==> src/cctu_pkg.sv <==
// constants, encodings and carrier types of the counter and timer unit
// assumes one 10 MHz clock and a byte-addressed 32-bit register port
package cctu_pkg;
    localparam int CCTU_DW = 32;
    localparam int CCTU_CLK_HZ = 10000000;
    localparam int CCTU_US_PER_S = 1000000;
    // one raw tick is one clock period
    localparam int CCTU_TICKS_PER_US = CCTU_CLK_HZ / CCTU_US_PER_S;
    // register byte offsets
    localparam logic [7:0] CCTU_CNT_SEL = 8'h00;
    localparam logic [7:0] CCTU_CNT_SRC = 8'h04;
    localparam logic [7:0] CCTU_CNT_CLR = 8'h08;
    localparam logic [7:0] CCTU_CNT_LIVE = 8'h0C;
    localparam logic [7:0] CCTU_CNT_CAPT = 8'h10;
    localparam logic [7:0] CCTU_CNT_TGT = 8'h14;
    localparam logic [7:0] CCTU_CNT_STATE = 8'h18;
    localparam logic [7:0] CCTU_CNT_GSRC = 8'h1C;
    localparam logic [7:0] CCTU_CNT_GQUAL = 8'h20;
    localparam logic [7:0] CCTU_TMR_SEL = 8'h40;
    localparam logic [7:0] CCTU_TMR_LEN_US = 8'h44;
    localparam logic [7:0] CCTU_TMR_LEN_TK = 8'h48;
    localparam logic [7:0] CCTU_TMR_DLY_US = 8'h4C;
    localparam logic [7:0] CCTU_TMR_DLY_TK = 8'h50;
    localparam logic [7:0] CCTU_TMR_EL_US = 8'h54;
    localparam logic [7:0] CCTU_TMR_EL_TK = 8'h58;
    localparam logic [7:0] CCTU_TMR_STATE = 8'h5C;
    localparam logic [7:0] CCTU_TMR_SSRC = 8'h60;
    localparam logic [7:0] CCTU_TMR_SQUAL = 8'h64;
    localparam logic [7:0] CCTU_IRQ_STAT = 8'h70;
    localparam logic [7:0] CCTU_IRQ_MASK = 8'h74;
    // source word: kind in [3:0], unit or line index in [11:8]
    localparam int CCTU_KIND_LSB = 0;
    localparam int CCTU_IDX_LSB = 8;
    // counter input source kinds
    localparam logic [3:0] CCTU_EV_OFF = 4'h0, CCTU_EV_CAPT = 4'h1, CCTU_EV_FSTART = 4'h2,
        CCTU_EV_FEND = 4'h3, CCTU_EV_LINE = 4'h4, CCTU_EV_CNT = 4'h5, CCTU_EV_TMR = 4'h6,
        CCTU_EV_TICK = 4'h7;
    // counter gate source kinds
    localparam logic [3:0] CCTU_GT_OFF = 4'h0, CCTU_GT_ACQ = 4'h1, CCTU_GT_FSTART = 4'h2,
        CCTU_GT_FEND = 4'h3, CCTU_GT_SHUT = 4'h4, CCTU_GT_LINE = 4'h5, CCTU_GT_CNT = 4'h6,
        CCTU_GT_SHLVL = 4'h7;
    // timer start source kinds
    localparam logic [3:0] CCTU_TS_OFF = 4'h0, CCTU_TS_CAPT = 4'h1, CCTU_TS_SHUT = 4'h2,
        CCTU_TS_LINE = 4'h3, CCTU_TS_SWOUT = 4'h4;
    typedef enum logic [2:0] {
        CCTU_Q_RISE = 3'h0, CCTU_Q_FALL = 3'h1, CCTU_Q_ANY = 3'h2,
        CCTU_Q_HIGH = 3'h3, CCTU_Q_LOW = 3'h4
    } cctu_qual_t;
    typedef enum logic [4:0] {
        CCTU_C_IDLE = 5'h01, CCTU_C_WAIT = 5'h02, CCTU_C_ACTIVE = 5'h04,
        CCTU_C_DONE = 5'h08, CCTU_C_WRAP = 5'h10
    } cctu_cst_t;
    typedef enum logic [3:0] {
        CCTU_T_IDLE = 4'h1, CCTU_T_WAIT = 4'h2, CCTU_T_ACTIVE = 4'h4, CCTU_T_DONE = 4'h8
    } cctu_tst_t;
    typedef struct packed {
        logic [3:0] idx;
        logic [3:0] kind;
    } cctu_src_t;
    typedef struct packed {
        logic [CCTU_DW-1:0] live;
        logic [CCTU_DW-1:0] capt;
        logic [CCTU_DW-1:0] target;
        cctu_cst_t st;
        cctu_src_t ev;
        cctu_src_t gate;
        cctu_qual_t qual;
        logic gate_prev;
        logic done;
    } cctu_cnt_t;
    typedef struct packed {
        logic [CCTU_DW-1:0] len;
        logic [CCTU_DW-1:0] dly;
        logic [CCTU_DW-1:0] elapsed;
        cctu_tst_t st;
        cctu_src_t start;
        cctu_qual_t qual;
        logic start_prev;
        logic out;
        logic done;
    } cctu_tmr_t;
endpackage

==> src/cctu_top.sv <==
// counter and pulse timer bank with selector-indexed register port
// assumes all inputs synchronous to ref_clk; event inputs are one-cycle pulses
// Operation
// - a counter index register selects which counter later accesses address
// - each counter counts events from a selectable source, including off
// - writing the clear command resets the selected counter's running count
// - live count of the selected counter is readable at read time
// - clear captures the prior count, readable for the selected counter
// - reaching the target count raises done event and drops running flag
// - counter state reads idle, waiting, active, completed or overflowed
// - a selectable gate source starts or enables counter incrementing
// - gate qualifier: rising, falling, any edge, level high, level low
// - a timer index register selects which timer later accesses address
// - timer pulse length programmable in microseconds and raw ticks
// - timer delay after trigger programmable in microseconds and raw ticks
// - elapsed value of selected timer readable in microseconds and ticks
// - timer state reads idle, waiting, active or completed
// - timer start source: off, capture, shutter, line or software bit
// - timer start qualifier: edges or levels; a level enables the timer
//
// Chosen here: the strobed register port and the register addresses.
`timescale 1ns/10ps
module cctu_top
    import cctu_pkg::*;
#(
    parameter int NCNT = 2,
    parameter int NTMR = 2,
    parameter int NLINE = 4,
    parameter int NUSR = 2
)
(
    input wire logic ref_clk,
    input wire logic rstn,
    input wire logic [7:0] addr,
    input wire logic [CCTU_DW-1:0] wr_data,
    input wire logic wr_stb,
    input wire logic rd_stb,
    output logic [CCTU_DW-1:0] rd_data,
    input wire logic capture_trigger_signal,
    input wire logic acq_start_signal,
    input wire logic frame_start_signal,
    input wire logic frame_end_signal,
    input wire logic shutter_open_signal,
    input wire logic shutter_open_level,
    input wire logic time_stamp_pulse,
    input wire logic [NLINE-1:0] line_in,
    input wire logic [NUSR-1:0] software_out_bits,
    output logic [NCNT-1:0] count_done_event,
    output logic [NCNT-1:0] count_running_flag,
    output logic [NTMR-1:0] pulse_out,
    output logic irq
);
    localparam int NEV = NCNT + NTMR;
    localparam logic [CCTU_DW-1:0] CNT_MAX = '1;
    localparam logic [CCTU_DW-1:0] TPU = CCTU_DW'(CCTU_TICKS_PER_US);
    // one-hot state: the active code's bit doubles as the running flag flop
    localparam int C_ACT_BIT = $clog2(CCTU_C_ACTIVE);

    typedef struct packed {
        cctu_cnt_t [NCNT-1:0] cnt;
        cctu_tmr_t [NTMR-1:0] tmr;
        logic [3:0] cnt_sel;
        logic [3:0] tmr_sel;
        logic [NLINE-1:0] line_prev;
        logic [NEV-1:0] irq_stat;
        logic [NEV-1:0] irq_mask;
        logic [CCTU_DW-1:0] rd_data;
        logic irq;
    } cctu_state_t;

    cctu_state_t s_reg;
    cctu_state_t s_next;
    logic rst_meta;
    logic rst_sync_n;

    always_ff @(posedge ref_clk or negedge rstn)
    begin
        if (!rstn)
        begin
            rst_meta <= 1'b0;
            rst_sync_n <= 1'b0;
        end
        else
        begin
            rst_meta <= 1'b1;
            rst_sync_n <= rst_meta;
        end
    end

    function automatic logic pick(input logic [15:0] v, input logic [3:0] i);
        return v[i];
    endfunction

    function automatic logic qual_hit(input cctu_qual_t q, input logic cur, input logic prev);
        logic r;
        r = 1'b0;
        unique case (q)
            CCTU_Q_RISE: r = cur & ~prev;
            CCTU_Q_FALL: r = ~cur & prev;
            CCTU_Q_ANY: r = cur ^ prev;
            CCTU_Q_HIGH: r = cur;
            CCTU_Q_LOW: r = ~cur;
            default: r = 1'b0;
        endcase
        return r;
    endfunction

    function automatic logic is_level(input cctu_qual_t q);
        return (q == CCTU_Q_HIGH) || (q == CCTU_Q_LOW);
    endfunction

    logic [15:0] line16;
    logic [15:0] rise16;
    logic [15:0] cdone16;
    logic [15:0] tdone16;
    logic [15:0] usr16;
    logic [NCNT-1:0] cdone_v;
    logic [NTMR-1:0] tdone_v;

    always_comb
    begin
        for (int i = 0; i < NCNT; i++)
        begin
            cdone_v[i] = s_reg.cnt[i].done;
        end
        for (int j = 0; j < NTMR; j++)
        begin
            tdone_v[j] = s_reg.tmr[j].done;
        end
        line16 = 16'(line_in);
        rise16 = 16'(line_in & ~s_reg.line_prev);
        cdone16 = 16'(cdone_v);
        tdone16 = 16'(tdone_v);
        usr16 = 16'(software_out_bits);
    end

    always_comb
    begin
        logic ev;
        logic gl;
        logic hit;
        logic wsel;
        logic [CCTU_DW:0] endpt;
        logic [CCTU_DW-1:0] el1;
        cctu_cnt_t c;
        cctu_tmr_t t;
        ev = 1'b0;
        gl = 1'b0;
        hit = 1'b0;
        wsel = 1'b0;
        endpt = '0;
        el1 = '0;
        c = s_reg.cnt[0];
        t = s_reg.tmr[0];
        s_next = s_reg;
        s_next.line_prev = line_in;
        s_next.rd_data = '0;

        if (wr_stb && addr == CCTU_CNT_SEL)
        begin
            s_next.cnt_sel = wr_data[3:0];
        end
        if (wr_stb && addr == CCTU_TMR_SEL)
        begin
            s_next.tmr_sel = wr_data[3:0];
        end

        for (int i = 0; i < NCNT; i++)
        begin
            c = s_reg.cnt[i];
            wsel = wr_stb && (s_reg.cnt_sel == 4'(i));
            c.done = 1'b0;
            unique case (c.ev.kind)
                CCTU_EV_CAPT: ev = capture_trigger_signal;
                CCTU_EV_FSTART: ev = frame_start_signal;
                CCTU_EV_FEND: ev = frame_end_signal;
                CCTU_EV_LINE: ev = pick(rise16, c.ev.idx);
                CCTU_EV_CNT: ev = pick(cdone16, c.ev.idx);
                CCTU_EV_TMR: ev = pick(tdone16, c.ev.idx);
                CCTU_EV_TICK: ev = time_stamp_pulse;
                default: ev = 1'b0;
            endcase
            unique case (c.gate.kind)
                CCTU_GT_ACQ: gl = acq_start_signal;
                CCTU_GT_FSTART: gl = frame_start_signal;
                CCTU_GT_FEND: gl = frame_end_signal;
                CCTU_GT_SHUT: gl = shutter_open_signal;
                CCTU_GT_LINE: gl = pick(line16, c.gate.idx);
                CCTU_GT_CNT: gl = pick(cdone16, c.gate.idx);
                CCTU_GT_SHLVL: gl = shutter_open_level;
                default: gl = 1'b0;
            endcase
            hit = qual_hit(c.qual, gl, c.gate_prev);
            c.gate_prev = gl;
            unique case (c.st)
                CCTU_C_IDLE:
                begin
                    if (c.gate.kind != CCTU_GT_OFF)
                    begin
                        c.st = CCTU_C_WAIT;
                    end
                end
                CCTU_C_WAIT:
                begin
                    if (c.gate.kind == CCTU_GT_OFF)
                    begin
                        c.st = CCTU_C_IDLE;
                    end
                    else if (hit)
                    begin
                        c.st = CCTU_C_ACTIVE;
                    end
                end
                CCTU_C_ACTIVE:
                begin
                    // level gating drops back to wait
                    if (is_level(c.qual) && !hit)
                    begin
                        c.st = CCTU_C_WAIT;
                    end
                    else if (ev)
                    begin
                        c.live = c.live + 1'b1;
                        if (c.live == c.target)
                        begin
                            c.st = CCTU_C_DONE;
                            c.done = 1'b1;
                        end
                        else if (c.live == CNT_MAX)
                        begin
                            c.st = CCTU_C_WRAP;
                        end
                    end
                end
                CCTU_C_DONE, CCTU_C_WRAP:
                begin
                    c.st = c.st;
                end
                default: c.st = CCTU_C_IDLE;
            endcase
            if (wsel && addr == CCTU_CNT_SRC)
            begin
                c.ev = {wr_data[CCTU_IDX_LSB+3:CCTU_IDX_LSB],
                    wr_data[CCTU_KIND_LSB+3:CCTU_KIND_LSB]};
            end
            if (wsel && addr == CCTU_CNT_GSRC)
            begin
                c.gate = {wr_data[CCTU_IDX_LSB+3:CCTU_IDX_LSB],
                    wr_data[CCTU_KIND_LSB+3:CCTU_KIND_LSB]};
            end
            if (wsel && addr == CCTU_CNT_GQUAL)
            begin
                c.qual = cctu_qual_t'(wr_data[2:0]);
            end
            if (wsel && addr == CCTU_CNT_TGT)
            begin
                c.target = wr_data;
            end
            if (wsel && addr == CCTU_CNT_CLR)
            begin
                c.capt = s_reg.cnt[i].live;
                c.live = '0;
                c.done = 1'b0;
                c.st = (c.gate.kind == CCTU_GT_OFF) ? CCTU_C_IDLE : CCTU_C_WAIT;
            end
            s_next.cnt[i] = c;
        end

        for (int j = 0; j < NTMR; j++)
        begin
            t = s_reg.tmr[j];
            wsel = wr_stb && (s_reg.tmr_sel == 4'(j));
            t.done = 1'b0;
            unique case (t.start.kind)
                CCTU_TS_CAPT: gl = capture_trigger_signal;
                CCTU_TS_SHUT: gl = shutter_open_signal;
                CCTU_TS_LINE: gl = pick(line16, t.start.idx);
                CCTU_TS_SWOUT: gl = pick(usr16, t.start.idx);
                default: gl = 1'b0;
            endcase
            hit = qual_hit(t.qual, gl, t.start_prev);
            t.start_prev = gl;
            endpt = {1'b0, t.dly} + {1'b0, t.len};
            el1 = t.elapsed + 1'b1;
            unique case (t.st)
                // armed once a start source is chosen
                CCTU_T_IDLE:
                begin
                    if (t.start.kind != CCTU_TS_OFF)
                    begin
                        t.st = CCTU_T_WAIT;
                    end
                end
                CCTU_T_WAIT, CCTU_T_DONE:
                begin
                    if (t.start.kind == CCTU_TS_OFF)
                    begin
                        t.st = CCTU_T_IDLE;
                    end
                    else if (hit)
                    begin
                        t.st = CCTU_T_ACTIVE;
                        t.elapsed = '0;
                        // zero delay starts the pulse at once
                        t.out = (t.dly == '0) && (t.len != '0);
                        if (endpt == '0)
                        begin
                            t.st = CCTU_T_DONE;
                            t.done = 1'b1;
                        end
                    end
                end
                CCTU_T_ACTIVE:
                begin
                    // losing the enable level aborts the run
                    if (is_level(t.qual) && !hit)
                    begin
                        t.st = CCTU_T_WAIT;
                        t.out = 1'b0;
                    end
                    else if ({1'b0, el1} >= endpt)
                    begin
                        t.st = CCTU_T_DONE;
                        t.elapsed = el1;
                        t.out = 1'b0;
                        t.done = 1'b1;
                    end
                    else
                    begin
                        t.elapsed = el1;
                        // pulse once the delay has run out
                        t.out = (el1 >= t.dly);
                    end
                end
                default: t.st = CCTU_T_IDLE;
            endcase
            // pulse length and delay in micro or ticks, then start source and qualifier
            if (wsel && addr == CCTU_TMR_LEN_US)
            begin
                t.len = CCTU_DW'(wr_data * TPU);
            end
            if (wsel && addr == CCTU_TMR_LEN_TK)
            begin
                t.len = wr_data;
            end
            if (wsel && addr == CCTU_TMR_DLY_US)
            begin
                t.dly = CCTU_DW'(wr_data * TPU);
            end
            if (wsel && addr == CCTU_TMR_DLY_TK)
            begin
                t.dly = wr_data;
            end
            if (wsel && addr == CCTU_TMR_SSRC)
            begin
                t.start = {wr_data[CCTU_IDX_LSB+3:CCTU_IDX_LSB],
                    wr_data[CCTU_KIND_LSB+3:CCTU_KIND_LSB]};
            end
            if (wsel && addr == CCTU_TMR_SQUAL)
            begin
                t.qual = cctu_qual_t'(wr_data[2:0]);
            end
            s_next.tmr[j] = t;
        end

        // done events stick; a new event beats a same-cycle clear
        if (wr_stb && addr == CCTU_IRQ_STAT)
        begin
            s_next.irq_stat = s_reg.irq_stat & ~wr_data[NEV-1:0];
        end
        if (wr_stb && addr == CCTU_IRQ_MASK)
        begin
            s_next.irq_mask = wr_data[NEV-1:0];
        end
        for (int i = 0; i < NCNT; i++)
        begin
            s_next.irq_stat[i] = s_next.irq_stat[i] | s_next.cnt[i].done;
        end
        for (int j = 0; j < NTMR; j++)
        begin
            s_next.irq_stat[NCNT+j] = s_next.irq_stat[NCNT+j] | s_next.tmr[j].done;
        end
        s_next.irq = |(s_next.irq_stat & s_next.irq_mask);

        if (rd_stb)
        begin
            c = s_reg.cnt[0];
            t = s_reg.tmr[0];
            for (int i = 0; i < NCNT; i++)
            begin
                if (s_reg.cnt_sel == 4'(i))
                begin
                    c = s_reg.cnt[i];
                end
            end
            for (int j = 0; j < NTMR; j++)
            begin
                if (s_reg.tmr_sel == 4'(j))
                begin
                    t = s_reg.tmr[j];
                end
            end
            // an out-of-range selector reads zero rather than aliasing unit 0
            if (s_reg.cnt_sel >= 4'(NCNT))
            begin
                c = '0;
            end
            if (s_reg.tmr_sel >= 4'(NTMR))
            begin
                t = '0;
            end
            unique case (addr)
                CCTU_CNT_SEL: s_next.rd_data = CCTU_DW'(s_reg.cnt_sel);
                CCTU_CNT_SRC: s_next.rd_data = CCTU_DW'({c.ev.idx, 4'h0, c.ev.kind});
                CCTU_CNT_LIVE: s_next.rd_data = c.live;
                CCTU_CNT_CAPT: s_next.rd_data = c.capt;
                CCTU_CNT_TGT: s_next.rd_data = c.target;
                CCTU_CNT_STATE: s_next.rd_data = CCTU_DW'(c.st);
                CCTU_CNT_GSRC: s_next.rd_data = CCTU_DW'({c.gate.idx, 4'h0, c.gate.kind});
                CCTU_CNT_GQUAL: s_next.rd_data = CCTU_DW'(c.qual);
                CCTU_TMR_SEL: s_next.rd_data = CCTU_DW'(s_reg.tmr_sel);
                CCTU_TMR_LEN_US: s_next.rd_data = t.len / TPU;
                CCTU_TMR_LEN_TK: s_next.rd_data = t.len;
                CCTU_TMR_DLY_US: s_next.rd_data = t.dly / TPU;
                CCTU_TMR_DLY_TK: s_next.rd_data = t.dly;
                CCTU_TMR_EL_US: s_next.rd_data = t.elapsed / TPU;
                CCTU_TMR_EL_TK: s_next.rd_data = t.elapsed;
                CCTU_TMR_STATE: s_next.rd_data = CCTU_DW'(t.st);
                CCTU_TMR_SSRC: s_next.rd_data = CCTU_DW'({t.start.idx, 4'h0, t.start.kind});
                CCTU_TMR_SQUAL: s_next.rd_data = CCTU_DW'(t.qual);
                CCTU_IRQ_STAT: s_next.rd_data = CCTU_DW'(s_reg.irq_stat);
                CCTU_IRQ_MASK: s_next.rd_data = CCTU_DW'(s_reg.irq_mask);
                default: s_next.rd_data = '0;
            endcase
        end
    end

    always_ff @(posedge ref_clk or negedge rst_sync_n)
    begin
        if (!rst_sync_n)
        begin
            s_reg <= '0;
            for (int i = 0; i < NCNT; i++)
            begin
                s_reg.cnt[i].st <= CCTU_C_IDLE;
                s_reg.cnt[i].qual <= CCTU_Q_RISE;
            end
            for (int j = 0; j < NTMR; j++)
            begin
                s_reg.tmr[j].st <= CCTU_T_IDLE;
                s_reg.tmr[j].qual <= CCTU_Q_RISE;
            end
        end
        else
        begin
            s_reg <= s_next;
        end
    end

    always_comb
    begin
        for (int i = 0; i < NCNT; i++)
        begin
            count_done_event[i] = s_reg.cnt[i].done;
            // running flag follows the active state
            count_running_flag[i] = s_reg.cnt[i].st[C_ACT_BIT];
        end
        for (int j = 0; j < NTMR; j++)
        begin
            pulse_out[j] = s_reg.tmr[j].out;
        end
        rd_data = s_reg.rd_data;
        irq = s_reg.irq;
    end
endmodule

==> config.mk <==
export PLATFORM = sky130hd
export DESIGN_NAME = cctu_top
export DESIGN_NICKNAME = d
export VERILOG_FILES = /design/src/cctu_pkg.sv /design/src/cctu_top.sv
export SDC_FILE = /design/constraint.sdc
export NUM_CORES = 2
export LEC_CHECK = 0
export ABC_AREA = 1
export BUFFER_PORTS_ARGS = -buffer_cell sky130_fd_sc_hd__buf_2
export CAP_MARGIN = 20
export CORE_UTILIZATION = 40
export DETAILED_ROUTE_END_ITERATION = 6
export HOLD_SLACK_MARGIN = 0.12
export SYNTH_ARGS = -nofsm -noshare
export SYNTH_HDL_FRONTEND = slang
export SYNTH_SLANG_ARGS = --single-unit
==> constraint.sdc <==
create_clock -name ref_clk -period 46.8 [get_ports ref_clk]
set_input_delay 4.68 -clock ref_clk [delete_from_list [all_inputs] [get_ports ref_clk]]
set_output_delay 4.68 -clock ref_clk [all_outputs]
set_load 0.01 [all_outputs]
==> flow_summary.ini <==
[outcome]
status = completed

[critical_path]
cpPeakStageDelay_ps = 430
required_ps = 47370
worstPathArrival_ps = 17110
cp-start-kind = primary input
endpoint_kind = flop
cp_common_cell = nand2_2
path_class = in -> reg
worst_path_max_delay_cell = nor2_1
crit_fanout = 15

[drt]
drt_iter0_markers = 4588
drc = 0
totalWireLength_um = 153400
routed_via_density = 5.872
num_vias = 40147
postRouteAntennaNets = 0
drt-wirelength-per-cell_um = 22.44
drt-pass1-iter-count = 6

[logic_synthesis]
synth_nets = 5826
synth_simple_gate_area_share = 0.2336
yosysTopAreaCellShare = 0.3250
ys_ff_latch = 527
synth_common_cells = nand2_1, inv_1, o21ai_0
yosysWarningCount = 0
synth_most_common_cell = nand2_1
synth_area_mm2 = 0.04027
synth_top_family_by_area = simple AND/OR/NAND/NOR gates
synth-edff-count = 0
yosys_most_used_dff = dfrtp_1
synthXorXnorAreaFrac = 0.04436
yosysTopAreaCell = dfrtp_1
synth_area_per_cell_um2 = 7.319
synth_mux_area_frac = 0.0005281
synth_cell_types = 79
synth_compound_area_frac = 0.2129
synth_seq_area_share = 0.3276
synthArstFlopShare = 1.000
syn_inst = 5503
synthAdderAreaFrac = 0.08320
synth_area_leaders = dfrtp_1, nand2_1, ha_1

[sta]
drv_slew = 0
relSlewSlack = 0.2488
finalClockSkew_ps = 34.11
fmax_mhz = 60.44
hold_violations = 0
fin_crit_ps = 16550
worst_pin_slew_ps = 1126
setup_viol = 0
rsz0062_at_grt = false
timing.final.crit_share = 0.3535
tns_ps = 0
fin_ws_ps = 30250

[placed_design]
place_area_mm2 = 0.04180
dpl_worst_slack_ps = 29820
gp_congestion = 1.003
io_buffers = 95
dp.cells = 6716
hpwlAfterDp_um = 116000

[global_route]
overflow = 0
grt_pass1_vias = 37913
grt_max_degree = 72
grt_use_total = 0.2959
grt_pass1_wl_um = 231400
antenna_found_initial = 9

[clock_tree]
root_buffer = clkbuf_16
cts_tree = built
clk_pin_slew_ps = 60
clk_latency_ps = 660
cts_setup_buffers = 0
cts_buffers = 67
cts-hold-fix-buffers = 0
cts_resized = 0
cts.sinks = 527
clockBufferDepth = 3
htreeDepth = 3

[die]
die_w_um = 319.3
core_area_mm2 = 0.09986
fp.dieH_um = 319.3
rows = 116
dieArea_mm2 = 0.1020
ios = 96
start_util = 0.4033

[worst_hold_path]
holdCritPathClass = reg -> reg

[finish]
final_layout_size_suffix_gt1_frac = 0.08799
layout.nets = 5811
design_area_mm2 = 0.04417
regArea_mm2 = 0.01320
multi_input_area_mm2 = 0.02324
fillers = 10254
area_delta_synth_final_pct = 9.668
layout.cells.non_filler = 6837
largest_reg_flops = 486

[run]
maxCapViolCount = 0
[metal layers]
layer | GRT usage | part of all wire
met1 | 0.4119 | 0.44
met2 | 0.4482 | 0.43
met3 | 0.05411 | 0.085
met4 | 0.1237 | 0.045
met5 | 0 | 0
[logic make-up (layout without fill, tap and decap cells)]
family,count (synthesis),count (layout)
AND/OR/NAND/NOR,2077,2077
AO/OA/AOI/OAI,1443,1443
adder cells (fa/ha/maj),266,266
buffers and inverters,983,1015
other,1,5
multiplexers,2,2
flip-flops,527,527
XOR/XNOR,204,204
[metrics by stage]
stage,utilization,hold WS [ps]
6_report,0.4423,349.1
5_1_grt,0.4422,365.5
4_1_cts,0.4419,353.9
3_5_place_dp,0.4186,340.3
3_3_place_gp,0.4184,337.0
2_1_floorplan,-,331.2
[critical path, delay by kind of cell]
kind / cells / cell delay, ps
adders and majority gates: 1 / 230
AOI/OAI and AO/OA: 5 / 680
xor gates and xnor gates: 1 / 310
and+or+nand+nor: 109 / 10200
buffers and inverters: 14 / 990
[final timing paths]
kind	from	to	depth (start not counted)	slack (ps)
worst max-delay path	addr[0]	rd_data[0]	130	30250
worst min-delay path	rst_meta	rst_sync_n	0	350
worst max register to register	s_reg[45]	rd_data[0]	131	33490
worst min register to register	rst_meta	rst_sync_n	0	350
max in group asynchronous	rst_sync_n	s_reg[354]	4	42530
min in group asynchronous	rst_sync_n	s_reg[261]	0	380
[cells in the final DEF (no fill, tap or decap), types with 12 or more instances in the layout]
| master | synthesis | layout |
|---|---|---|
| nand2_1 | 1010 | 1006 |
| inv_1 | 705 | 704 |
| o21ai_0 | 617 | 617 |
| dfrtp_1 | 523 | 522 |
| nor2_1 | 354 | 342 |
| a21oi_1 | 313 | 309 |
| nand3_1 | 264 | 264 |
| ha_1 | 263 | 263 |
| xor2_1 | 173 | 173 |
| o22ai_1 | 137 | 137 |
| o221ai_1 | 110 | 110 |
| nand4_1 | 102 | 102 |
| buf_2 | 2 | 95 |
| nor3_1 | 92 | 92 |
| nor4_1 | 90 | 90 |
| nand2_2 | 81 | 85 |
| clkbuf_16 | 0 | 69 |
| buf_4 | 42 | 61 |
| o211ai_1 | 49 | 49 |
| xnor2_1 | 31 | 31 |
| inv_2 | 29 | 30 |
| a221oi_1 | 24 | 24 |
| a211oi_1 | 23 | 23 |
| nand2_4 | 22 | 22 |
| nand3_2 | 21 | 21 |
| o21a_1 | 18 | 18 |
| a31oi_1 | 18 | 18 |
| o31ai_1 | 18 | 17 |
| o21bai_1 | 17 | 17 |
| nor2_2 | 5 | 15 |
| clkbuf_1 | 178 | 15 |
| or2_2 | 14 | 14 |
| a21o_1 | 12 | 12 |
| a41oi_1 | 12 | 12 |
| clkbuf_8 | 4 | 12 |
[cell type report]
cell class              instances  area share
diodes                          4   0.0002266
clock buffers                  96     0.04411
well taps                    1298     0.03677
repair buffers                158     0.02221
inverters                     741     0.06309
flip-flops and latches        527      0.2988
multi-input cells            3993      0.5261
clock inverters                20    0.008725
Power is not shown: default switching activity piles up to over one toggle a cycle in this logic, so the estimate is an artifact.
